--- src/rtl/rcd_consts.svh ---
// constants of the receiver command decoder
`ifndef RCD_CONSTS_SVH
`define RCD_CONSTS_SVH
`define RCD_NCH 8
`define RCD_CMD_CLEAR_BACKUP 8'h1e
`define RCD_CMD_VERSION 8'h1f
`define RCD_CMD_TIME 8'h21
`define RCD_CMD_POS_XYZ 8'h23
`define RCD_CMD_FIX_MODE 8'h24
`define RCD_CMD_SOFT_RESET 8'h25
`define RCD_CMD_HEALTH 8'h26
`define RCD_CMD_SIG_LEVEL 8'h27
`define RCD_CMD_ALT 8'h2a
`define RCD_CMD_POS_LLA 8'h2b
`define RCD_CMD_OSC 8'h2d
`define RCD_CMD_SET_TIME 8'h2e
`define RCD_RPT_TIME 8'h41
`define RCD_RPT_VERSION 8'h45
`define RCD_RPT_HEALTH 8'h46
`define RCD_RPT_SIG_LEVEL 8'h47
`define RCD_RPT_LLA 8'h4a
`define RCD_RPT_MACHINE 8'h4b
`define RCD_RPT_OSC 8'h4d
`define RCD_RPT_TIME_SET 8'h4e
`define RCD_RPT_ALL_IN_VIEW 8'h6d
`define RCD_MODE_COLD 8'h4b
`define RCD_MODE_FACTORY 8'h46
`define RCD_ALT_CLEAR 8'hff
`define RCD_LEN_NONE 4'h0
`define RCD_LEN_ONE 4'h1
`define RCD_LEN_ALT 4'h4
`define RCD_LEN_TIME 4'h6
`define RCD_LEN_POS 4'hc
`define RCD_LEN_MAX 4'hd
`define RCD_ADDR_FIX_MODE 8'h00
`define RCD_ADDR_SIG_MASK 8'h04
`define RCD_ADDR_DOP_MASK 8'h08
`define RCD_ADDR_DOP_SWITCH 8'h0c
`define RCD_ADDR_STATUS 8'h10
`define RCD_ADDR_REF_ALT 8'h14
`define RCD_ADDR_ALT_USED 8'h18
`define RCD_FIX_AUTO 2'h0
`define RCD_FIX_MAN2D 2'h1
`define RCD_FIX_MAN3D 2'h2
`define RCD_SEL_NONE 2'h0
`define RCD_SEL_2D 2'h1
`define RCD_SEL_3D 2'h2
`define RCD_FIX_MODE_RST 2'h0
`define RCD_SIG_MASK_RST 8'h03
`define RCD_SIG_HYST 8'h01
`define RCD_DOP_MASK_RST 8'h78
`define RCD_DOP_SWITCH_RST 8'h3c
`endif

--- src/rtl/rcd_pkg.sv ---
// types of the receiver command decoder
package rcd_pkg;
`include "rcd_consts.svh"
    typedef enum logic [1:0] {PH_BOOT, PH_HEALTH_A, PH_HEALTH_B, PH_RUN} rcd_phase_type;
    typedef struct packed {logic valid; logic first; logic last; logic [7:0] data;} rcd_rx_type;
    typedef struct packed {logic valid; logic [7:0] id; logic nine_byte;} rcd_rpt_type;
    typedef struct packed {logic [31:0] a; logic [31:0] b; logic [31:0] c; logic geodetic; logic valid;} rcd_pos_type;
    typedef struct packed {logic [31:0] tow; logic [15:0] week; logic valid;} rcd_time_type;
    typedef struct packed {logic erase_bbm; logic erase_flash; logic soft_reset; logic self_test;} rcd_reset_type;
    typedef struct packed {
        rcd_phase_type phase;
        logic rx_ready;
        logic [7:0] cmd;
        logic [3:0] cnt;
        logic [95:0] data;
        rcd_rpt_type rpt;
        rcd_pos_type pos;
        rcd_time_type tim;
        rcd_reset_type rst_ctl;
        logic [31:0] ref_alt;
        logic alt_flag;
        logic [31:0] alt_used;
        logic [1:0] fix_mode;
        logic [7:0] sig_mask;
        logic [7:0] dop_mask;
        logic [7:0] dop_switch;
        logic [`RCD_NCH-1:0] sig_used;
        logic [1:0] fix_sel;
        logic fix_dec;
        logic [31:0] rdata;
    } rcd_state_type;
endpackage

--- src/rtl/rcd_decoder.sv ---
// receiver command decoder: command packets in, reports and receiver state out
//
// Operation
// - clear-backup reads mode byte, erases, resets
// - mode 0x4b erases backed memory only
// - mode 0x46 erases backed memory and flash
// - version request answers version report
// - time request answers time report
// - cartesian position is X, Y, Z words
// - initial positions ignored while fixing
// - fix-mode and signal requests answer reports
// - soft reset with self-test, start-up messages
// - version report unprompted only after reset
// - health request answers health then machine
// - four-byte altitude command stores reference altitude
// - manual 2D uses reference or held altitude
// - empty altitude command answers nine-byte position
// - geodetic position is latitude, longitude, altitude
// - oscillator request answers oscillator report
// - set-time is week seconds, week; answered
// - set-time ignored once time known
// - week zero epoch, seconds from Sunday
// - signal mask with hysteresis, default 3
// - no fix above DOP mask, switch auto
// - auto tries 3D below switch, then 2D
//
// Added by the designer: the register addresses and the plain strobed port.
`timescale 1ns/1ns
`include "rcd_consts.svh"
module rcd_decoder
    import rcd_pkg::*;
(
    input wire logic clk,
    input wire logic srst,
    input wire rcd_rx_type rx,
    output logic rx_ready,
    output rcd_rpt_type rpt,
    output rcd_pos_type init_pos,
    output rcd_time_type time_set,
    output rcd_reset_type rst_ctl,
    input wire logic fixing,
    input wire logic time_known,
    input wire logic [31:0] last_3d_alt,
    output logic [31:0] alt_used,
    input wire logic [`RCD_NCH-1:0] sig_lock,
    input wire logic [`RCD_NCH-1:0][7:0] sig_level,
    output logic [`RCD_NCH-1:0] sig_used,
    input wire logic sol_valid,
    input wire logic [7:0] pdop_3d,
    input wire logic [7:0] dop_2d,
    output logic [1:0] fix_sel,
    output logic fix_dec,
    input wire logic [7:0] addr,
    input wire logic [31:0] wdata,
    input wire logic wr,
    input wire logic rd,
    output logic [31:0] rdata
);
    localparam rcd_state_type STATE_RST = '{phase: PH_BOOT, fix_mode: `RCD_FIX_MODE_RST,
        sig_mask: `RCD_SIG_MASK_RST, dop_mask: `RCD_DOP_MASK_RST, dop_switch: `RCD_DOP_SWITCH_RST, default: '0};

    rcd_state_type s_reg;
    rcd_state_type s_next;
    logic take;
    logic end_pkt;
    logic [7:0] cmd_c;
    logic [3:0] cnt_c;
    logic [95:0] data_c;
    logic [8:0] sig_hi;
    logic [8:0] sig_lo;
    logic [`RCD_NCH-1:0] sig_used_c;

    // packet assembly: first byte is the code, the rest shift in
    always_comb begin
        take = rx.valid && s_reg.rx_ready;
        end_pkt = take && rx.last;
        cmd_c = s_reg.cmd;
        cnt_c = s_reg.cnt;
        data_c = s_reg.data;
        if (take && rx.first) begin
            cmd_c = rx.data;
            cnt_c = `RCD_LEN_NONE;
        end else if (take) begin
            data_c = {s_reg.data[87:0], rx.data};
            cnt_c = (s_reg.cnt == `RCD_LEN_MAX) ? s_reg.cnt : s_reg.cnt + 4'h1; // overlong sticks
        end
    end

    // hysteresis window around the signal mask
    always_comb begin
        sig_hi = {1'b0, s_reg.sig_mask} + {1'b0, `RCD_SIG_HYST};
        sig_lo = (s_reg.sig_mask >= `RCD_SIG_HYST) ? {1'b0, s_reg.sig_mask - `RCD_SIG_HYST} : 9'h000;
    end

    // per channel: keep while at or above low edge, admit at or above high edge
    genvar g;
    generate
        for (g = 0; g < `RCD_NCH; g = g + 1) begin : g_ch
            assign sig_used_c[g] = sig_lock[g] && (s_reg.sig_used[g] ? ({1'b0, sig_level[g]} >= sig_lo) :
                ({1'b0, sig_level[g]} >= sig_hi));
        end
    endgenerate

    // next state
    always_comb begin
        s_next = s_reg;
        s_next.rpt = '0;
        s_next.rst_ctl = '0;
        s_next.pos.valid = 1'b0;
        s_next.tim.valid = 1'b0;
        s_next.fix_dec = 1'b0;
        s_next.rdata = 32'h00000000;
        s_next.cmd = cmd_c;
        s_next.cnt = cnt_c;
        s_next.data = data_c;
        s_next.sig_used = sig_used_c;
        // register writes
        if (wr) begin
            case (addr)
                `RCD_ADDR_FIX_MODE: s_next.fix_mode = wdata[1:0];
                `RCD_ADDR_SIG_MASK: s_next.sig_mask = wdata[7:0];
                `RCD_ADDR_DOP_MASK: s_next.dop_mask = wdata[7:0];
                `RCD_ADDR_DOP_SWITCH: s_next.dop_switch = wdata[7:0];
                default: ;
            endcase
        end
        // register reads, data in the following cycle only
        if (rd) begin
            case (addr)
                `RCD_ADDR_FIX_MODE: s_next.rdata = {30'h00000000, s_reg.fix_mode};
                `RCD_ADDR_SIG_MASK: s_next.rdata = {24'h000000, s_reg.sig_mask};
                `RCD_ADDR_DOP_MASK: s_next.rdata = {24'h000000, s_reg.dop_mask};
                `RCD_ADDR_DOP_SWITCH: s_next.rdata = {24'h000000, s_reg.dop_switch};
                `RCD_ADDR_STATUS: s_next.rdata = {16'h0000, s_reg.sig_used, 1'b0, s_reg.alt_flag,
                    s_reg.fix_sel, s_reg.fix_mode, s_reg.phase};
                `RCD_ADDR_REF_ALT: s_next.rdata = s_reg.ref_alt;
                `RCD_ADDR_ALT_USED: s_next.rdata = s_reg.alt_used;
                default: s_next.rdata = 32'h00000000;
            endcase
        end
        // altitude for manual 2D: reference if flagged, else held 3D
        if (s_reg.fix_mode == `RCD_FIX_MAN2D && s_reg.alt_flag) begin
            s_next.alt_used = s_reg.ref_alt;
        end else begin
            s_next.alt_used = last_3d_alt;
        end
        // fix choice against mask and switch
        if (sol_valid) begin
            s_next.fix_dec = 1'b1;
            case (s_reg.fix_mode)
                `RCD_FIX_AUTO: begin
                    if (pdop_3d < s_reg.dop_switch && pdop_3d < s_reg.dop_mask) begin
                        s_next.fix_sel = `RCD_SEL_3D;
                    end else if (dop_2d < s_reg.dop_mask) begin
                        s_next.fix_sel = `RCD_SEL_2D;
                    end else begin
                        s_next.fix_sel = `RCD_SEL_NONE;
                    end
                end
                `RCD_FIX_MAN3D: s_next.fix_sel = (pdop_3d < s_reg.dop_mask) ? `RCD_SEL_3D : `RCD_SEL_NONE;
                `RCD_FIX_MAN2D: s_next.fix_sel = (dop_2d < s_reg.dop_mask) ? `RCD_SEL_2D : `RCD_SEL_NONE;
                default: s_next.fix_sel = `RCD_SEL_NONE;
            endcase
        end
        // start-up messages and command decode
        case (s_reg.phase)
            PH_BOOT: begin
                s_next.rpt = '{valid: 1'b1, id: `RCD_RPT_VERSION, nine_byte: 1'b0};
                s_next.phase = PH_HEALTH_A;
            end
            PH_HEALTH_A: begin
                s_next.rpt = '{valid: 1'b1, id: `RCD_RPT_HEALTH, nine_byte: 1'b0};
                s_next.phase = PH_HEALTH_B;
            end
            PH_HEALTH_B: begin
                s_next.rpt = '{valid: 1'b1, id: `RCD_RPT_MACHINE, nine_byte: 1'b0};
                s_next.phase = PH_RUN;
            end
            PH_RUN: begin
                if (end_pkt) begin
                    // lengths that fit no form fall through without answer
                    case (cmd_c)
                        `RCD_CMD_CLEAR_BACKUP: begin
                            if (cnt_c == `RCD_LEN_ONE && (data_c[7:0] == `RCD_MODE_COLD ||
                                data_c[7:0] == `RCD_MODE_FACTORY)) begin
                                s_next.rst_ctl.erase_bbm = 1'b1;
                                s_next.rst_ctl.erase_flash = (data_c[7:0] == `RCD_MODE_FACTORY);
                                s_next.rst_ctl.soft_reset = 1'b1;
                                s_next.rst_ctl.self_test = 1'b1;
                                s_next.ref_alt = 32'h00000000;
                                s_next.alt_flag = 1'b0;
                                s_next.fix_mode = `RCD_FIX_MODE_RST;
                                s_next.sig_mask = `RCD_SIG_MASK_RST;
                                s_next.dop_mask = `RCD_DOP_MASK_RST;
                                s_next.dop_switch = `RCD_DOP_SWITCH_RST;
                                s_next.phase = PH_BOOT;
                            end
                        end
                        `RCD_CMD_VERSION: if (cnt_c == `RCD_LEN_NONE) begin
                            s_next.rpt = '{valid: 1'b1, id: `RCD_RPT_VERSION, nine_byte: 1'b0};
                        end
                        `RCD_CMD_TIME: if (cnt_c == `RCD_LEN_NONE) begin
                            s_next.rpt = '{valid: 1'b1, id: `RCD_RPT_TIME, nine_byte: 1'b0};
                        end
                        `RCD_CMD_POS_XYZ, `RCD_CMD_POS_LLA: begin
                            if (cnt_c == `RCD_LEN_POS && !fixing) begin
                                // words in send order: X,Y,Z or lat,lon,alt
                                s_next.pos.a = data_c[95:64];
                                s_next.pos.b = data_c[63:32];
                                s_next.pos.c = data_c[31:0];
                                s_next.pos.geodetic = (cmd_c == `RCD_CMD_POS_LLA);
                                s_next.pos.valid = 1'b1;
                            end
                        end
                        `RCD_CMD_FIX_MODE: if (cnt_c == `RCD_LEN_NONE) begin
                            s_next.rpt = '{valid: 1'b1, id: `RCD_RPT_ALL_IN_VIEW, nine_byte: 1'b0};
                        end
                        `RCD_CMD_SIG_LEVEL: if (cnt_c == `RCD_LEN_NONE) begin
                            s_next.rpt = '{valid: 1'b1, id: `RCD_RPT_SIG_LEVEL, nine_byte: 1'b0};
                        end
                        `RCD_CMD_SOFT_RESET: if (cnt_c == `RCD_LEN_NONE) begin
                            s_next.rst_ctl.soft_reset = 1'b1;
                            s_next.rst_ctl.self_test = 1'b1;
                            s_next.phase = PH_BOOT;
                        end
                        `RCD_CMD_HEALTH: if (cnt_c == `RCD_LEN_NONE) begin
                            s_next.rpt = '{valid: 1'b1, id: `RCD_RPT_HEALTH, nine_byte: 1'b0};
                            s_next.phase = PH_HEALTH_B;
                        end
                        `RCD_CMD_ALT: begin
                            if (cnt_c == `RCD_LEN_NONE) begin
                                s_next.rpt = '{valid: 1'b1, id: `RCD_RPT_LLA, nine_byte: 1'b1};
                            end else if (cnt_c == `RCD_LEN_ALT) begin
                                s_next.ref_alt = data_c[31:0];
                                s_next.alt_flag = 1'b1;
                                s_next.rpt = '{valid: 1'b1, id: `RCD_RPT_LLA, nine_byte: 1'b1};
                            end else if (cnt_c == `RCD_LEN_ONE && data_c[7:0] == `RCD_ALT_CLEAR) begin
                                s_next.alt_flag = 1'b0;
                                s_next.rpt = '{valid: 1'b1, id: `RCD_RPT_LLA, nine_byte: 1'b1};
                            end
                        end
                        `RCD_CMD_OSC: if (cnt_c == `RCD_LEN_NONE) begin
                            s_next.rpt = '{valid: 1'b1, id: `RCD_RPT_OSC, nine_byte: 1'b0};
                        end
                        `RCD_CMD_SET_TIME: if (cnt_c == `RCD_LEN_TIME) begin
                            s_next.rpt = '{valid: 1'b1, id: `RCD_RPT_TIME_SET, nine_byte: 1'b0};
                            if (!time_known) begin
                                // week from the 1980 epoch, seconds from Sunday midnight, kept as sent
                                s_next.tim.tow = data_c[47:16];
                                s_next.tim.week = data_c[15:0];
                                s_next.tim.valid = 1'b1;
                            end
                        end
                        default: ;
                    endcase
                end
            end
            default: s_next.phase = PH_RUN;
        endcase
        s_next.rx_ready = (s_next.phase == PH_RUN); // stall input during start-up and health pair
    end

    // state register
    always_ff @(posedge clk) begin
        if (srst) begin
            s_reg <= STATE_RST;
        end else begin
            s_reg <= s_next;
        end
    end

    // outputs straight from the state register
    assign rx_ready = s_reg.rx_ready;
    assign rpt = s_reg.rpt;
    assign init_pos = s_reg.pos;
    assign time_set = s_reg.tim;
    assign rst_ctl = s_reg.rst_ctl;
    assign alt_used = s_reg.alt_used;
    assign sig_used = s_reg.sig_used;
    assign fix_sel = s_reg.fix_sel;
    assign fix_dec = s_reg.fix_dec;
    assign rdata = s_reg.rdata;

    // checks
    boot_version_a: assert property (@(posedge clk) $fell(srst) |=>
        rpt.valid && rpt.id == `RCD_RPT_VERSION ##1 rpt.id == `RCD_RPT_HEALTH ##1 rpt.id == `RCD_RPT_MACHINE)
        else $error("start-up report order wrong");
    health_pair_a: assert property (@(posedge clk) disable iff (srst)
        end_pkt && s_reg.phase == PH_RUN && cmd_c == `RCD_CMD_HEALTH && cnt_c == `RCD_LEN_NONE |=>
        rpt.id == `RCD_RPT_HEALTH && !rx_ready ##1 rpt.valid && rpt.id == `RCD_RPT_MACHINE ##1 rx_ready)
        else $error("health pair wrong");
    cold_start_a: assert property (@(posedge clk) disable iff (srst)
        end_pkt && s_reg.phase == PH_RUN && cmd_c == `RCD_CMD_CLEAR_BACKUP && cnt_c == `RCD_LEN_ONE &&
        data_c[7:0] == `RCD_MODE_COLD |=> rst_ctl.erase_bbm && !rst_ctl.erase_flash && rst_ctl.soft_reset)
        else $error("cold start wrong");
    factory_reset_a: assert property (@(posedge clk) disable iff (srst)
        end_pkt && s_reg.phase == PH_RUN && cmd_c == `RCD_CMD_CLEAR_BACKUP && cnt_c == `RCD_LEN_ONE &&
        data_c[7:0] == `RCD_MODE_FACTORY |=> rst_ctl.erase_bbm && rst_ctl.erase_flash ##1 rpt.id == `RCD_RPT_VERSION)
        else $error("factory reset wrong");
    pos_ignore_a: assert property (@(posedge clk) disable iff (srst)
        end_pkt && (cmd_c == `RCD_CMD_POS_XYZ || cmd_c == `RCD_CMD_POS_LLA) && fixing |=> !init_pos.valid)
        else $error("position taken while fixing");
    pos_words_a: assert property (@(posedge clk) disable iff (srst)
        end_pkt && s_reg.phase == PH_RUN && cmd_c == `RCD_CMD_POS_XYZ && cnt_c == `RCD_LEN_POS && !fixing |=>
        init_pos.valid && !init_pos.geodetic && init_pos.a == $past(data_c[95:64]) &&
        init_pos.c == $past(data_c[31:0]))
        else $error("position words wrong");
    time_ignore_a: assert property (@(posedge clk) disable iff (srst)
        end_pkt && s_reg.phase == PH_RUN && cmd_c == `RCD_CMD_SET_TIME && cnt_c == `RCD_LEN_TIME &&
        time_known |=> !time_set.valid && rpt.id == `RCD_RPT_TIME_SET && $stable(time_set.week))
        else $error("time changed once known");
    alt_store_a: assert property (@(posedge clk) disable iff (srst)
        end_pkt && s_reg.phase == PH_RUN && cmd_c == `RCD_CMD_ALT && cnt_c == `RCD_LEN_ALT |=>
        s_reg.alt_flag && s_reg.ref_alt == $past(data_c[31:0]) && rpt.nine_byte)
        else $error("altitude not stored");
    bad_len_a: assert property (@(posedge clk) disable iff (srst)
        end_pkt && s_reg.phase == PH_RUN && cmd_c == `RCD_CMD_VERSION && cnt_c != `RCD_LEN_NONE |=> !rpt.valid)
        else $error("bad length answered");
    sig_admit_a: assert property (@(posedge clk) disable iff (srst)
        $rose(sig_used[0]) |-> {1'b0, $past(sig_level[0])} >= $past(sig_hi))
        else $error("signal admitted below window");
    dop_mask_a: assert property (@(posedge clk) disable iff (srst)
        fix_dec && fix_sel == `RCD_SEL_3D |-> $past(pdop_3d) < $past(s_reg.dop_mask))
        else $error("fix above dop mask");
    soft_reset_c: cover property (@(posedge clk) disable iff (srst) rst_ctl.soft_reset ##3 rx_ready);
    fix_2d_c: cover property (@(posedge clk) disable iff (srst) fix_dec && fix_sel == `RCD_SEL_2D);
    drop_c: cover property (@(posedge clk) disable iff (srst) $fell(sig_used[0]) && sig_lock[0]);
    alt_query_c: cover property (@(posedge clk) disable iff (srst) rpt.valid && rpt.nine_byte);
    pos_take_c: cover property (@(posedge clk) disable iff (srst) init_pos.valid && init_pos.geodetic);
    // time words, altitude flag, altitude choice and hysteresis drop
    time_take_a: assert property (@(posedge clk) disable iff (srst)
        end_pkt && s_reg.phase == PH_RUN && cmd_c == `RCD_CMD_SET_TIME && cnt_c == `RCD_LEN_TIME && !time_known |=>
        time_set.valid && time_set.tow == $past(data_c[47:16]) && time_set.week == $past(data_c[15:0]))
        else $error("time words wrong");
    alt_clear_a: assert property (@(posedge clk) disable iff (srst)
        end_pkt && s_reg.phase == PH_RUN && cmd_c == `RCD_CMD_ALT && cnt_c == `RCD_LEN_ONE &&
        data_c[7:0] == `RCD_ALT_CLEAR |=> !s_reg.alt_flag && rpt.valid && rpt.nine_byte)
        else $error("altitude flag not cleared");
    alt_pick_a: assert property (@(posedge clk) disable iff (srst)
        $past(s_reg.fix_mode) == `RCD_FIX_MAN2D && $past(s_reg.alt_flag) |-> alt_used == $past(s_reg.ref_alt))
        else $error("reference altitude not used");
    sig_drop_a: assert property (@(posedge clk) disable iff (srst)
        $fell(sig_used[0]) |-> !$past(sig_lock[0]) || {1'b0, $past(sig_level[0])} < $past(sig_lo))
        else $error("signal dropped inside window");
endmodule

--- config.mk ---
export PLATFORM = sky130hd
export DESIGN_NAME = rcd_decoder
export DESIGN_NICKNAME = d
export VERILOG_FILES = /design/src/rtl/rcd_pkg.sv /design/src/rtl/rcd_decoder.sv
export VERILOG_INCLUDE_DIRS = /design/src /design/src/rtl
export SDC_FILE = /design/constraint.sdc
export NUM_CORES = 1
export LEC_CHECK = 0
export ABC_AREA = 1
export BUFFER_PORTS_ARGS = -buffer_cell sky130_fd_sc_hd__buf_2
export CAP_MARGIN = 40
export CORE_MARGIN = 2
export CORE_UTILIZATION = 60
export CTS_BUF_LIST = sky130_fd_sc_hd__clkbuf_4 sky130_fd_sc_hd__clkbuf_8 sky130_fd_sc_hd__clkbuf_16
export CTS_CLUSTER_DIAMETER = 40
export DETAILED_ROUTE_END_ITERATION = 16
export HOLD_SLACK_MARGIN = 0.08
export PLACE_DENSITY_LB_ADDON = 0.3
export SYNTH_ARGS = -nofsm -noshare
export SYNTH_HDL_FRONTEND = slang
export SYNTH_SLANG_ARGS = --single-unit
--- constraint.sdc ---
create_clock -name clk -period 4.4 [get_ports clk]
set_input_delay 0.44 -clock clk [delete_from_list [all_inputs] [get_ports clk]]
set_output_delay 0.44 -clock clk [all_outputs]
set_load 0.01 [all_outputs]
# Word level (Yosys, flattened, before mapping)
# Index checks and enable logic that the tools add are counted.
[totals]
reg_bits = 406
wordCells = 197
inputBits = 178
[op_classes]
n_mux = 64
bitwise_logic = 9
add_sub_neg = 3
n_reduce_logical = 34
order_cmp = 20
n_eq_ne = 36
[op_table]
columns = ["cell", "count"]
rows = [
  ["$pmux W32 S7", 1],
  ["$mux W98", 2],
  ["$mux W194", 1],
  ["$mux W96", 2],
  ["$mux W49", 3],
  ["$mux W26", 5],
  ["$mux W10", 10],
  ["$eq A8 B6 Y1 const B", 10],
  ["$pmux W10 S8", 1],
  ["$ge A8 B9 Y1", 8],
  ["$pmux W33 S2", 1],
  ["$ge A8 B8 Y1", 8],
  ["$mux W32", 2],
  ["$eq A8 B5 Y1 const B", 5],
  ["$mux W8", 5],
  ["$pmux W10 S4", 1],
  ["$mux W37", 1],
  ["$mux W33", 1],
  ["$lt A8 B8 Y1", 3],
  ["$mux W2", 9],
  ["$eq A8 B4 Y1 const B", 2],
  ["$eq A8 B7 Y1 const B", 2],
  ["$logic_and A1 B1 Y1", 16],
  ["$mux W1", 12],
  ["31 further kinds", 55],
]

# Longest topological paths before layout
[logic_depth]
ltp_word = 12
mapped_depth = 18
depth_no_buf = 17

# Worst setup path after synthesis
# Ideal clock, no wire load.
[synth_path]
kind = "flip-flop to flip-flop"
startpoint = "reg s_reg[61] (netlist name)"
endpoint = "reg s_reg, in the netlist sig_used[7]"
setup_time_ns = 0.121
setup_slack_ns = 1.770
required_ns = 4.279
path_stages_with_launch = 14
arrival_ns = 2.509
n_path_buf = 1
period_less_slack_ns = 2.630
cell_sequence = "dfxtp_1 -> clkbuf_1 -> inv_1 -> nor3_1 -> nand3_1 -> nor2_1 -> o21ai_0 -> o21ai_0 -> ha_1 -> nand4_1 -> nor2_1 -> or2_2 -> nor4_1 -> nor2_1"
[synth_via]
elab_chain_len = 5
word_cells_on_any_way = 8
cone_classes = "add/sub: 2; order compare: 3; mux: 2; reduce/logical: 1"
[synth_lines]
columns = ["item", "line_no", "source"]
rows = [
  ["start: declaration", "rcd_decoder.sv:62", "rcd_state_type s_reg;"],
  ["start signal: assignment", "rcd_decoder.sv:268", "s_reg <= s_next;"],
  ["$sub A8 B1 Y8 (no source line) or $ge A8 B1 Y1 (tied branches)", "n/a", ""],
  ["$mux W8", "rcd_decoder.sv:92", "sig_lo = (s_reg.sig_mask >= `RCD_SIG_HYST) ? {1'b0, s_reg.sig_mask - `RCD_SIG_HYST} : 9'h000;"],
  ["$ge A8 B8 Y1", "rcd_decoder.sv:99", "assign sig_used_c[g] = sig_lock[g] && (s_reg.sig_used[g] ? ({1'b0, sig_level[g]} >= sig_lo) :"],
  ["$mux W1 *", "rcd_decoder.sv:99", ""],
  ["$logic_and A1 B1 Y1 *", "rcd_decoder.sv:99", ""],
]
# Every way passes the cells marked *; elsewhere a longest branch is shown, timed or not.
# A chain may end at the register's enable or synchronous reset.

# Worst setup path after layout
[layout_path]
startpoint = "reg s_reg[59] (netlist name)"
endpoint = "reg s_reg, in the netlist sig_used[3]"
# Same word-level chain as after synthesis.

==> results.txt <==
Initial Util: 60.6%
Cells after synthesis: 2803
FILL cells: 2996
Cell Pwr Density: 375 mW/mm^2
Area leader, netlist: dfxtp_1
Reg power frac: 42.8%
Initial antenna violation count: 6
TritonCTS Buffers: 52
Cell area after synthesis: 0.0208 mm^2
I/O Pins: 415
Final Hold Viols: 0
Vias in the first global route: 17700
Largest net degree at the start of global routing: 172
Clock Power Share: 50.8%
Synth area leaders: dfxtp_1, nand2_1, nor2_1, ha_1, buf_4
Proportion of power drawn by combinational gates: 6.4%
WL final: 60.5 mm
RSZ-0062 raised after global routing: false
Post-CTS resize count: 0
Final TNS setup: 0 ns
Worst EP required: 4.93 ns
Pint: 6520 uW
Via-to-Cell Ratio: 5.46
Outcome: complete, no violations
Placed instance count: 3319
GRT overflow: 0
Max-cap violations: 0
Post-synthesis sequential area ratio: 38.7%
Final Critical Period: 3.47 ns
Per-cell routed wire length: 17.7 um
Clk slew on worst S/H paths: 0.05 ns
Post-synth EDFFs: 0
Die height: 190 um
Slew margin rel.: 35.4%
CP endpoint kind: flop
Synth Register Bits: 402
# setup viols final: 0
Rows: 68
Leak: 0.0109 uW
Ys Warns: 0
CTS Hold Bufs: 7
Max Root-Sink Buffers: 3
Post-Layout Cell Count: 3429
First-pass DRT Iterations: 7
Startpoint types: flop
Post-synth top area share: 38.7%
Tightest Hold Check Type: in -> reg
Switching power total: 2180 uW
Distinct cells, synth: 50
Highest Clock Rate: 0.288 GHz
Worst Setup Path Type: reg -> reg
Clock Latency Late Sink: 0.62 ns
Setup Buffers After CTS: 0
Final weighted congestion of routability-driven global placement: 0.944
First-pass GRT wire length: 93.3 mm
CTS Root Cell: clkbuf_16
Layout Nets: 3257
Clock skew: 0.0280 ns
CTS tree: yes
Peak VDD IR: 0.368 mV
Antenna-violating nets left: 0
Part of the cycle the worst path needs: 79.0%
Multi-input logic area: 0.00970 mm^2
Clk sinks: 402
Commonest cells after routing, fill and taps aside: nand2_1, nor2_1, dfxtp_1
Hpwl dp: 44.3 mm
Area grow syn2layout: 11.4%
Syn avg cell area: 7.43 um^2
Layout cells sized above 1: 18.3%
Die area: 0.0362 mm^2
Most used DFF post-synth: dfxtp_1
DR iter-0 viols: 1406
Die width: 190 um
CP Data Arrival Time: 4.01 ns
Worst-path fanout max: 12
Max-slew violations: 0
IO Port Bufs: 388
Least-Margin Pin Slew: 0.966 ns
Sw Ratio: 25.0%
Max reg flops: 169
Via count of the routed design: 18700
Storage element area: 0.00805 mm^2
H-tree depth: 2
Core box area: 0.0344 mm^2
Total GRT Usage: 32.6%
Most common cell after layout, fill and taps aside: nand2_1
Ys async rst share: 0%
DRC Markers: 0
## final timing paths
path / start / endpoint / slack [ns] / cells after the start
max reg2reg: s_reg[59]$_SDFF_PP1_ / sig_used[3]$_SDFF_PP0_ / 0.93 / 13
max: s_reg[59]$_SDFF_PP1_ / sig_used[3]$_SDFF_PP0_ / 0.93 / 13
min: sig_lock[6] / sig_used[6]$_SDFF_PP0_ / 0.10 / 3
min reg2reg: alt_used[22]$_SDFF_PP0_ / rdata[22]$_SDFF_PP0_ / 0.46 / 2
## worst max-delay path, cell delays in order (launching register included)
cell and delay [ns]:
dfxtp_1 0.36, inv_1 0.48, ha_1 0.34, inv_1 0.39, nand2_1 0.46, ha_1 0.42
o21ai_0 0.09, a21boi_0 0.18, o21ai_0 0.10, a21oi_1 0.14, nor2_1 0.06, o21ai_0 0.15
nand3_1 0.10, nor2_1 0.11
## metal layers
layer  vias up  GRT usage (%)  wire (um)
met3       174           5.76       4630
li1       9133              -          -
met5         -              0         13
met4         2           16.4       3010
met2       727           55.6      28500
met1      8699           39.6      24400
## power by group through the flow
stage | Clock, uW | Combinational [uW] | Sequential [uW]
2_1_floorplan | 0 | 363 | 3780
3_3_place_gp | 0 | 523 | 3800
3_5_place_dp | 0 | 544 | 3800
4_1_cts | 4460 | 554 | 3720
5_1_grt | 4610 | 623 | 3720
6_report | 4420 | 560 | 3720
## cell usage after synthesis, drive strengths merged, types with 8 or more instances
library cell / count
a211oi: 60
a21oi: 99
a31oi: 8
buf: 293
clkbuf: 60
dfxtp: 402
ha: 154
inv: 191
mux2i: 32
nand2: 604
nand3: 84
nand4: 34
nor2: 525
nor3: 18
nor4: 13
o211ai: 8
o21ai: 159
o22ai: 13
## cell families (layout without fill, tap and decap cells)
| kind of cell | count (synthesis) | count (layout) | synth area share [%] |
|---|---|---|---|
| buffers and inverters | 544 | 708 | 14.8 |
| multiplexers | 32 | 32 | 1.54 |
| adder cells (fa/ha/maj) | 154 | 154 | 9.25 |
| AO/OA/AOI/OAI | 377 | 377 | 10.5 |
| XOR/XNOR | 7 | 7 | 0.294 |
| flip-flops | 402 | 402 | 38.7 |
| other | 1 | 8 | 0.0180 |
| AND/OR/NAND/NOR | 1286 | 1286 | 24.9 |
## area by class of cell
type / count / area share, %
well taps: 455 / 2.46
clock inverters: 38 / 2.00
diodes: 6 / 0.0647
repair buffers: 420 / 9.85
clock buffers: 59 / 5.97
inverters: 191 / 3.15
flip-flops and latches: 402 / 34.7
multi-input cells: 1858 / 41.8
## through the flow
stage	area [um^2]	util [%]	power [uW]	hold slack, ns	worst slack [ns]
after detailed placement	21300	61.8	4340	0.451	0.986
final	23200	67.5	8700	0.102	0.926
after floorplan	20800	-	4150	0.437	1.77
after global placement	21200	61.6	4320	0.448	1.00
after global routing	23200	67.4	8950	0.103	0.630
after CTS	23200	67.4	8740	0.0804	0.966
Power figures use the tool's default switching activity.
